## config.mk

```make
export PLATFORM = sky130hd
export DESIGN_NAME = e1_performance_counter_bank
export DESIGN_NICKNAME = d
export VERILOG_FILES = /design/src/perf_counter_pkg.sv /design/src/e1_performance_counter_bank.sv
export SDC_FILE = /design/constraint.sdc
export NUM_CORES = 1
export LEC_CHECK = 0
export ABC_CLOCK_PERIOD_IN_PS = 2600
export BUFFER_PORTS_ARGS = -buffer_cell sky130_fd_sc_hd__buf_2
export CAP_MARGIN = 20
export CORE_MARGIN = 2
export CORE_UTILIZATION = 45
export CTS_BUF_LIST = sky130_fd_sc_hd__clkbuf_2
export DETAILED_ROUTE_END_ITERATION = 10
export PLACE_DENSITY_LB_ADDON = 0.15
export SLEW_MARGIN = 20
export SYNTH_ARGS = -nofsm -noshare
export SYNTH_HDL_FRONTEND = slang
export SYNTH_SLANG_ARGS = --single-unit
```

## constraint.sdc

```tcl
create_clock -name i_clk -period 2.6 [get_ports i_clk]
set_clock_uncertainty 0.1 [all_clocks]
set_input_delay 0.78 -clock i_clk [delete_from_list [all_inputs] [get_ports i_clk]]
set_output_delay 0.78 -clock i_clk [all_outputs]
set_load 0.01 [all_outputs]
```

## src/perf_counter_pkg.sv

```systemverilog
/*
 * Shared constants and carrier types of the E1 performance counter bank.
 * Assumes a host port that presents a page number and a 5-bit address.
 */
package perf_counter_pkg;

  localparam logic [7:0] PAGE_SEL        = 8'h04;
  localparam logic [4:0] OFS_PATTERN     = 5'h10;
  localparam logic [4:0] OFS_SUBMF       = 5'h11;
  localparam logic [4:0] OFS_VECTOR      = 5'h12;
  localparam logic [4:0] OFS_BLOCK_HI    = 5'h13;
  localparam logic [4:0] OFS_BLOCK_LO    = 5'h14;
  localparam logic [4:0] OFS_JFIFO       = 5'h15;
  localparam logic [4:0] OFS_OVERFLOW    = 5'h16;
  localparam logic [4:0] OFS_SYNC_LOSS   = 5'h17;
  localparam logic [4:0] OFS_BIT_ERR     = 5'h18;
  localparam logic [4:0] OFS_REMOTE_CRC  = 5'h19;
  localparam logic [4:0] OFS_ERR_ALIGN   = 5'h1A;
  localparam logic [4:0] OFS_ALARM       = 5'h1B;
  localparam logic [4:0] OFS_BPV_HI      = 5'h1C;
  localparam logic [4:0] OFS_BPV_LO      = 5'h1D;
  localparam logic [4:0] OFS_CRC_HI      = 5'h1E;
  localparam logic [4:0] OFS_CRC_LO      = 5'h1F;

  // Bit positions in the overflow latch
  localparam int OVF_PATTERN   = 7;
  localparam int OVF_BLOCK     = 6;
  localparam int OVF_JFIFO     = 5;
  localparam int OVF_SYNC_LOSS = 4;
  localparam int OVF_BIT_ERR   = 3;
  localparam int OVF_ERR_ALIGN = 2;
  localparam int OVF_BPV       = 1;
  localparam int OVF_CRC       = 0;

  localparam logic [7:0]  RST_BYTE = 8'h00;
  localparam logic [9:0]  RST_10   = 10'h000;
  localparam logic [15:0] RST_16   = 16'h0000;

  typedef struct packed {
    logic       pattern_err;
    logic       submultiframe;
    logic       block_err;
    logic       fas_errored;
    logic [2:0] fas_bit_errs;
    logic       line_violation;
    logic       crc4_err;
  } count_evt_t;

  typedef struct packed {
    logic remote_alarm;
    logic all_ones;
    logic slot16_all_ones_event;
    logic signal_loss;
    logic auxiliary_pattern_event;
    logic multiframe_alarm_event;
    logic receive_slip_event;
  } alarm_evt_t;

endpackage

```

## src/e1_performance_counter_bank.sv

```systemverilog
/*
 * Performance counter bank: error counters, overflow latch, alarm latch,
 * interrupt vector and jitter FIFO rate steering, read over the host port.
 * Assumes all event inputs and host strobes come from logic on i_clk.
 */
`timescale 1ns/1ps
`default_nettype none

module e1_performance_counter_bank (
  input  wire logic                        i_clk,
  input  wire logic                        i_rst_n,
  input  wire logic [7:0]                  i_page,
  input  wire logic [4:0]                  i_addr,
  input  wire logic                        i_rd,
  input  wire logic                        i_wr,
  input  wire logic [7:0]                  i_wdata,
  output logic      [7:0]                  o_rdata,
  input  wire perf_counter_pkg::count_evt_t i_count_evt,
  input  wire perf_counter_pkg::alarm_evt_t i_alarm_evt,
  input  wire logic                        i_frame_tick,
  input  wire logic                        i_sync_lost,
  input  wire logic                        i_jfifo_near_under,
  input  wire logic                        i_jfifo_near_over,
  input  wire logic [7:0]                  i_int_vector,
  input  wire logic                        i_remote_crc_window,
  input  wire logic                        i_remote_crc_persist,
  output logic                             o_jfifo_read_slow,
  output logic                             o_jfifo_read_fast
);

  logic [7:0]  pattern_cnt, next_pattern_cnt;
  logic [7:0]  submf_cnt, next_submf_cnt;
  logic [9:0]  block_cnt, next_block_cnt;
  logic [7:0]  jfifo_cnt, next_jfifo_cnt;
  logic [7:0]  sync_cnt, next_sync_cnt;
  logic [7:0]  bit_err_cnt, next_bit_err_cnt;
  logic [7:0]  err_align_cnt, next_err_align_cnt;
  logic [15:0] bpv_cnt, next_bpv_cnt;
  logic [9:0]  crc_cnt, next_crc_cnt;
  logic [7:0]  ovf_latch, next_ovf_latch;
  logic [7:0]  alarm_latch, next_alarm_latch;
  logic        window_flag, next_window_flag;
  logic        near_q, next_near_q;
  logic        sync_q, next_sync_q;
  logic [7:0]  next_rdata;
  logic        next_read_slow, next_read_fast;
  logic [7:0]  ovf_set;
  logic [7:0]  alarm_set;
  logic        sel, rd_ovf, rd_alarm, rd_remote, wr_pat;
  logic        jfifo_inc, sync_enter, sync_inc;
  logic [8:0]  sum_pat, sum_wr, sum_jfifo, sum_sync, sum_bit, sum_align;
  logic [10:0] sum_block, sum_crc;
  logic [16:0] sum_bpv;

  always_comb begin
    sel        = (i_page == perf_counter_pkg::PAGE_SEL) && i_addr[4];
    wr_pat     = sel && i_wr && (i_addr == perf_counter_pkg::OFS_PATTERN);
    rd_ovf     = sel && i_rd && (i_addr == perf_counter_pkg::OFS_OVERFLOW);
    rd_alarm   = sel && i_rd && (i_addr == perf_counter_pkg::OFS_ALARM);
    rd_remote  = sel && i_rd && (i_addr == perf_counter_pkg::OFS_REMOTE_CRC);
    next_near_q = i_jfifo_near_under | i_jfifo_near_over;
    jfifo_inc  = next_near_q && !near_q;
    next_sync_q = i_sync_lost;
    sync_enter = i_sync_lost && !sync_q;
    sync_inc   = i_frame_tick && i_sync_lost;

    sum_pat   = {1'b0, pattern_cnt} + {8'h00, i_count_evt.pattern_err};
    sum_wr    = {1'b0, i_wdata} + {8'h00, i_count_evt.pattern_err};
    sum_block = {1'b0, block_cnt} + {10'h000, i_count_evt.block_err};
    sum_jfifo = {1'b0, jfifo_cnt} + {8'h00, jfifo_inc};
    sum_sync  = {1'b0, sync_cnt} + {8'h00, sync_inc};
    sum_bit   = {1'b0, bit_err_cnt} + {6'h00, i_count_evt.fas_bit_errs};
    sum_align = {1'b0, err_align_cnt} + {8'h00, i_count_evt.fas_errored};
    sum_bpv   = {1'b0, bpv_cnt} + {16'h0000, i_count_evt.line_violation};
    sum_crc   = {1'b0, crc_cnt} + {10'h000, i_count_evt.crc4_err};

    // Carry out of each sum is the overflow, except the sync sum on loss entry; the low part already wrapped
    ovf_set = '0;
    // A written value plus a coincident error can wrap as well
    ovf_set[perf_counter_pkg::OVF_PATTERN]   = wr_pat ? sum_wr[8] : sum_pat[8];
    ovf_set[perf_counter_pkg::OVF_BLOCK]     = sum_block[10];
    ovf_set[perf_counter_pkg::OVF_JFIFO]     = sum_jfifo[8];
    ovf_set[perf_counter_pkg::OVF_SYNC_LOSS] = sum_sync[8] && !sync_enter;
    ovf_set[perf_counter_pkg::OVF_BIT_ERR]   = sum_bit[8];
    ovf_set[perf_counter_pkg::OVF_ERR_ALIGN] = sum_align[8];
    ovf_set[perf_counter_pkg::OVF_BPV]       = sum_bpv[16];
    ovf_set[perf_counter_pkg::OVF_CRC]       = sum_crc[10];

    // Write value replaces the pattern count and clears the submultiframe count, a coincident event lands on top
    next_pattern_cnt = wr_pat ? sum_wr[7:0]
                              : sum_pat[7:0];
    next_submf_cnt   = wr_pat ? {7'h00, i_count_evt.submultiframe}
                              : submf_cnt + {7'h00, i_count_evt.submultiframe};
    next_block_cnt   = sum_block[9:0];
    next_jfifo_cnt   = sum_jfifo[7:0];
    next_sync_cnt    = sync_enter ? {7'h00, sync_inc} : sum_sync[7:0];
    next_bit_err_cnt = sum_bit[7:0];
    next_err_align_cnt = sum_align[7:0];
    next_bpv_cnt     = sum_bpv[15:0];
    next_crc_cnt     = sum_crc[9:0];

    // Set wins over the read clear
    next_ovf_latch = (rd_ovf ? perf_counter_pkg::RST_BYTE : ovf_latch) | ovf_set;
    alarm_set = {i_alarm_evt, 1'b0};
    next_alarm_latch = (rd_alarm ? perf_counter_pkg::RST_BYTE : alarm_latch) | alarm_set;
    next_window_flag = (window_flag && !rd_remote) || i_remote_crc_window;

    next_read_slow = i_jfifo_near_under;
    next_read_fast = i_jfifo_near_over;

    next_rdata = o_rdata;
    if (sel && i_rd) begin
      case (i_addr)
        perf_counter_pkg::OFS_PATTERN:    next_rdata = pattern_cnt;
        perf_counter_pkg::OFS_SUBMF:      next_rdata = submf_cnt;
        perf_counter_pkg::OFS_VECTOR:     next_rdata = i_int_vector;
        perf_counter_pkg::OFS_BLOCK_HI:   next_rdata = {6'h00, block_cnt[9:8]};
        perf_counter_pkg::OFS_BLOCK_LO:   next_rdata = block_cnt[7:0];
        perf_counter_pkg::OFS_JFIFO:      next_rdata = jfifo_cnt;
        perf_counter_pkg::OFS_OVERFLOW:   next_rdata = ovf_latch;
        perf_counter_pkg::OFS_SYNC_LOSS:  next_rdata = sync_cnt;
        perf_counter_pkg::OFS_BIT_ERR:    next_rdata = bit_err_cnt;
        perf_counter_pkg::OFS_REMOTE_CRC: next_rdata = {6'h00, window_flag, i_remote_crc_persist};
        perf_counter_pkg::OFS_ERR_ALIGN:  next_rdata = err_align_cnt;
        perf_counter_pkg::OFS_ALARM:      next_rdata = alarm_latch;
        perf_counter_pkg::OFS_BPV_HI:     next_rdata = bpv_cnt[15:8];
        perf_counter_pkg::OFS_BPV_LO:     next_rdata = bpv_cnt[7:0];
        perf_counter_pkg::OFS_CRC_HI:     next_rdata = {6'h00, crc_cnt[9:8]};
        perf_counter_pkg::OFS_CRC_LO:     next_rdata = crc_cnt[7:0];
        default:                          next_rdata = perf_counter_pkg::RST_BYTE;
      endcase
    end else if (i_rd) begin
      // Other pages and low addresses are served elsewhere
      next_rdata = perf_counter_pkg::RST_BYTE;
    end
  end

  always_ff @(posedge i_clk) begin
    if (!i_rst_n) begin
      pattern_cnt       <= perf_counter_pkg::RST_BYTE;
      submf_cnt         <= perf_counter_pkg::RST_BYTE;
      block_cnt         <= perf_counter_pkg::RST_10;
      jfifo_cnt         <= perf_counter_pkg::RST_BYTE;
      sync_cnt          <= perf_counter_pkg::RST_BYTE;
      bit_err_cnt       <= perf_counter_pkg::RST_BYTE;
      err_align_cnt     <= perf_counter_pkg::RST_BYTE;
      bpv_cnt           <= perf_counter_pkg::RST_16;
      crc_cnt           <= perf_counter_pkg::RST_10;
      ovf_latch         <= perf_counter_pkg::RST_BYTE;
      alarm_latch       <= perf_counter_pkg::RST_BYTE;
      window_flag       <= 1'b0;
      near_q            <= 1'b0;
      sync_q            <= 1'b0;
      o_rdata           <= perf_counter_pkg::RST_BYTE;
      o_jfifo_read_slow <= 1'b0;
      o_jfifo_read_fast <= 1'b0;
    end else begin
      pattern_cnt       <= next_pattern_cnt;
      submf_cnt         <= next_submf_cnt;
      block_cnt         <= next_block_cnt;
      jfifo_cnt         <= next_jfifo_cnt;
      sync_cnt          <= next_sync_cnt;
      bit_err_cnt       <= next_bit_err_cnt;
      err_align_cnt     <= next_err_align_cnt;
      bpv_cnt           <= next_bpv_cnt;
      crc_cnt           <= next_crc_cnt;
      ovf_latch         <= next_ovf_latch;
      alarm_latch       <= next_alarm_latch;
      window_flag       <= next_window_flag;
      near_q            <= next_near_q;
      sync_q            <= next_sync_q;
      o_rdata           <= next_rdata;
      o_jfifo_read_slow <= next_read_slow;
      o_jfifo_read_fast <= next_read_fast;
    end
  end
endmodule

`default_nettype wire

```

# After elaboration in Yosys (flattened, before gate mapping)
# Index checks and enable logic that the tools add are counted.
# classes
add_sub_neg	10
multipliers	0
div	0
magnitude_cmp	0
eq_ne	17
shifts	0
n_mux	9
bitwise	4
n_reduce_logical	20
# ops
operator	n
one-hot mux 8 bit (16 select lines)	1
== test 5 bit, second input constant	16
adder 8 x 1 -> 9 bit	5
2-to-1 mux 8 bit	5
adder 10 x 1 -> 11 bit	2
adder 16 x 1 -> 17 bit	1
OR 8 bit	2
logical AND 1 bit	12
adder 8 x 3 -> 9 bit	1
adder 8 x 1 -> 8 bit	1
== test 8 x 3 -> 1 bit, second input constant	1
zero test 1 bit	4
OR reduction 2 bit	2
2-to-1 mux 1 bit	3
nonzero test 2 bit	1
logical OR 1 bit	1
inverter 1 bit	1
OR 1 bit	1
# totals
register_bits	113
latch_bits	0
mem_bits_rw	0
romBits	0
inputBits	55
output_inout_bits	10
word_cells	79
memories	0

# Longest topological paths before layout
# depth
word_depth	7
depth_mapped	8
ltp_nobuf	8

# Worst setup path before layout
# No wires, ideal clock.
# synth_timing
path_type	input-to-reg
from	input i_page[5]
to	register alarm_latch[1]
setup_time_ps	116
arrival_time_ps	2130
required_time_ps	2384
slack_ps	255
cell_stages	6
path_buffers	1
path_cell_list	or4_1 -> nor4b_2 -> buf_2 -> nand2_1 -> a21oi_1 -> nor2b_1
# synth_between
elab_chain_cells	6
# synth_rtl
item	line	source
from (decl)	e1_performance_counter_bank.sv:12	input wire logic [7:0] i_page,
== test 8 x 3 -> 1 bit	e1_performance_counter_bank.sv:56	sel = (i_page == perf_counter_pkg::PAGE_SEL) && i_addr[4];
logical AND 1 bit	e1_performance_counter_bank.sv:56	
logical AND 1 bit (2 in series)	e1_performance_counter_bank.sv:59	rd_alarm = sel && i_rd && (i_addr == perf_counter_pkg::OFS_ALARM);
2-to-1 mux 8 bit	e1_performance_counter_bank.sv:105	next_alarm_latch = (rd_alarm ? perf_counter_pkg::RST_BYTE : alarm_latch) | alarm_set;
OR 8 bit	e1_performance_counter_bank.sv:105	
to (signal assigned)	e1_performance_counter_bank.sv:150	alarm_latch <= perf_counter_pkg::RST_BYTE;
to (signal assigned)	e1_performance_counter_bank.sv:168	alarm_latch <= next_alarm_latch;
to (decl)	e1_performance_counter_bank.sv:41	logic [7:0] alarm_latch, next_alarm_latch;
# Every way passes these cells.
# A chain may end at the register's enable or synchronous reset.

# Worst setup path after layout
# layout_timing
from	register o_rdata[7]
to	output o_rdata[7]
# layout_rtl
item	line	source
from (decl)	e1_performance_counter_bank.sv:17	output logic [7:0] o_rdata,
from (signal assigned)	e1_performance_counter_bank.sv:154	o_rdata <= perf_counter_pkg::RST_BYTE;
from (signal assigned)	e1_performance_counter_bank.sv:172	o_rdata <= next_rdata;
# No word-level cell between the ends.

==> out/metrics.csv <==
stage,metric,value,unit
run_status,status,"finished, final reports clean",
setup_path,worst reg-to-reg setup slack,0.54,ns
yosys,synthesized-area fraction occupied by adder cells,0.0498,
worst_hold_path,Worst Min Path Start,i_remote_crc_window,
placement,quantity of I/O buffers inserted on ports,64,
yosys,post-synthesis cell type with the largest combined area,sky130_fd_sc_hd__dfxtp_1,
setup_path,CP max FO,2,
finish,Largest regs,"bpv_cnt x16, block_cnt x10, crc_cnt x10",
yosys,share of the synthesized netlist area taken by xor and xnor gates,0.0987,
finish,register name with the most flops,bpv_cnt,
floorplan,top-level I/O count,65,
clock_network,postcts setup bufs,0,
power,part of the power in the clock network,0.278,
setup_path,source of the worst register-to-register timing path,bit_err_cnt[0],
grt,final global-route overflow total,0,
clock_network,htree depth,3,
job,max-capacitance violation count,0,
yosys,async set-reset flop share out of synthesis,0,
power,VDD IR-drop max,263,uV
yosys,count of synthesis-stage warnings from yosys,0,
placement,detailed placer's ending HPWL,12600,um
setup_path,standard cell with the maximum stage delay on the critical path,sky130_fd_sc_hd__dfxtp_1,
yosys,number of synthesized flops with an enable pin,0,
yosys,most instantiated library cell after synthesis,sky130_fd_sc_hd__dfxtp_1,
detailed_routing,number of iterations in the first detailed-routing pass,5,
detailed_routing,Vias per Instance,5.59,
detailed_routing,drt initial violations,418,
floorplan,row count,41,
sta,Slew HR,0.460,
yosys,flip-flop and latch count after synthesis,112,
power,fraction of power consumed by sequential logic,0.621,
yosys,synthesized cell area,0.00568,mm2
detailed_routing,Residual DRC,0,
setup_path,cell count along the critical path,1,
finish,fraction of layout cells with a size suffix above 1,0.170,
yosys,post-synthesis cell type count,57,
grt,pin count of the biggest net entering global routing,48,
grt,overall fraction of global-route tracks in use,0.246,
floorplan,starting utilization of the core area,0.456,
detailed_routing,antenna-violating nets left,0,
yosys,Post-Syn Area per Cell,9.13,um2
power,cell leakage power,0.00272,uW
sta,worst-margin pin slew,0.809,ns
sta,final period demand of the worst path,2.12,ns
power,power per standard cell area,456,mW/mm2
detailed_routing,number of vias in the routed layout,4930,
floorplan,Core Box Area,0.0125,mm2
sta,total count of hold-check failures in the final report,0,
setup_path,number of cell instances on the worst register-to-register path,8,
worst_hold_path,Min-Delay Path Depth,3,
setup_path,cells traversed along the worst timing path,buf_2,
power,share of total power consumed by net switching,0.274,
detailed_routing,total wirelength of the detailed-routed design,16200,um
power,part of the power in combinational logic,0.101,
clock_network,Hold Buf Count CTS,0,
placement,RePlAce Congestion,0.873,
setup_path,data arrival time of the critical path,1.24,ns
setup_path,maximum single-stage delay on the critical path,0.44,ns
setup_path,reg2reg end,bit_err_cnt[6],
clock_network,clk_lat worst skew,0.65,ns
sta,number of max-slew violations in the final report,0,
clock_network,CTS clock-pin slew for the worst setup and hold paths,0.33,ns
clock_network,clk sinks,112,
finish,synthesis-to-finish area growth,13.6,%
yosys,most frequent cells after synthesis,"sky130_fd_sc_hd__dfxtp_1, sky130_fd_sc_hd__and2_1, sky130_fd_sc_hd__nand3_1",
setup_path,type of the setup path with the least slack,register to primary output,
yosys,area share of the largest cell type after synthesis,0.395,
clock_network,number of buffers created by CTS,9,
setup_path,kind of start point of the critical path,register,
yosys,largest cells by area after synthesis,"sky130_fd_sc_hd__dfxtp_1, sky130_fd_sc_hd__and2_1, sky130_fd_sc_hd__xnor2_1, sky130_fd_sc_hd__ha_1, sky130_fd_sc_hd__xor2_1",
sta,accumulated negative setup slack,0,ns
yosys,"Top FF cell, synth",sky130_fd_sc_hd__dfxtp_1,
setup_path,data required time of the critical path,1.72,ns
finish,number of diodes added for antenna fixing,0,
clock_network,clock tree from TritonCTS,done,
yosys,main combinational cell family by area after synthesis,simple AND/OR/NAND/NOR gates,
yosys,Syn Nets,699,
grt,global-route wire length before repair,25000,um
finish,number of flip-flops under the largest register name,16,
clock_network,Post-CTS Resized,0,
sta,share of the clock period used by the worst path,0.814,
yosys,number of instances in the synthesized netlist,622,
yosys,"area fraction in and, or, nand and nor cells after synthesis",0.280,
worst_hold_path,Hold Path Sink,window_flag,
yosys,"synthesized-area fraction occupied by ao, oa, aoi and oai cells",0.132,
power,reported net switching power,806,uW
clock_network,deepest clock path buffer count,2,
floorplan,floorplan die height,116,um
sta,setup repair after global routing missed its margin,false,
setup_path,"delay-heaviest family, CP",flip-flops,
sta,count of endpoints failing setup in the final report,0,
power,Final Total Pwr,2940,uW
finish,total number of nets in the final design,782,
setup_path,worst path bufs/invs,1,
yosys,multiplexer area fraction after synthesis,0.0216,
detailed_routing,final routed wire length divided by cell count,18.3,um
floorplan,die area,0.0135,mm2
power,Internal Dissipation,2140,uW
clock_network,clock root buffer,sky130_fd_sc_hd__clkbuf_2,
worst_hold_path,Min-Delay Path Class,input pin to register,
sta,achievable clock frequency,0.472,GHz
yosys,share of the yosys chip area belonging to registers,0.395,
grt,number of global-route vias before repair,4571,
setup_path,endpoint kind of the worst setup timing path,primary output,
floorplan,horizontal die dimension,116,um
grt,number of antenna violations at the first check in global routing,0,
## cell usage in the layout (no fill, tap or decap), drive strengths merged, types with 6 or more instances in the layout
cell type | Yosys | routed
xnor2 | 36 | 36
a32oi | 6 | 6
nor2 | 36 | 36
nand4 | 19 | 19
buf | 8 | 93
dfxtp | 112 | 112
clkbuf | 13 | 9
nand3 | 40 | 40
a22o | 8 | 8
or3 | 8 | 8
nor2b | 37 | 37
and3 | 26 | 26
o21ai | 12 | 12
a21boi | 8 | 8
a22oi | 25 | 25
ha | 21 | 21
inv | 9 | 10
nand2 | 30 | 30
xor2 | 28 | 28
a21oi | 11 | 11
and2 | 56 | 56
mux2i | 10 | 10
## metrics by stage
stage	utilization	setup WS (ns)	std cells	hold slack (ns)	area [um2]
final	0.518	0.483	882	0.221	6450
after global routing	0.518	0.436	882	0.228	6450
after CTS	0.518	0.447	882	0.184	6450
after detailed placement	0.508	-0.00241	866	0.378	6340
after global placement	0.508	0.0361	866	0.369	6340
after floorplan	-	0.255	622	0.341	5680
## kinds of logic after synthesis
| logic type | count (synthesis) |
|---|---|
| xor gates and xnor gates | 64 |
| muxes | 12 |
| adders and majority gates | 22 |
| buffers and inverters | 30 |
| DFF | 112 |
| and+or+nand+nor | 281 |
| AOI/OAI and AO/OA | 101 |
## worst max path at each step
stage,from,end,slack (ns)
final,o_rdata[7],o_rdata[7],0.48
after global routing,o_rdata[5],o_rdata[5],0.44
after global placement,i_page[5],alarm_latch[5],0.04
after floorplan,i_page[5],alarm_latch[1],0.25
after CTS,o_rdata[7],o_rdata[7],0.45
after detailed placement,i_page[5],alarm_latch[7],-0.002
## per-layer routing
metal,global-route usage,wire length (um)
met1,0.354,7650
met5,0,0
met4,0.0865,425
met2,0.377,7210
met3,0.0353,887
## power by group through the flow
stage	combinational, uW	clock, uW	sequential (uW)
2_1_floorplan	180	0	1830
4_1_cts	300	836	1830
3_5_place_dp	300	0	1860
5_1_grt	334	902	1840
6_report	297	817	1830
3_3_place_gp	289	0	1860
## final cells by class
class / instances / area [um2]
Clock inverter: 7 / 71.3
Fill cell: 1179 / 6010
Inverter: 9 / 33.8
Timing Repair Buffer: 93 / 538
Sequential cell: 112 / 2240
Multi-Input combinational cell: 480 / 3310
Clock buffer: 9 / 45.0
Tap cell: 172 / 215
No activity file was read; power rests on OpenSTA's default activity.
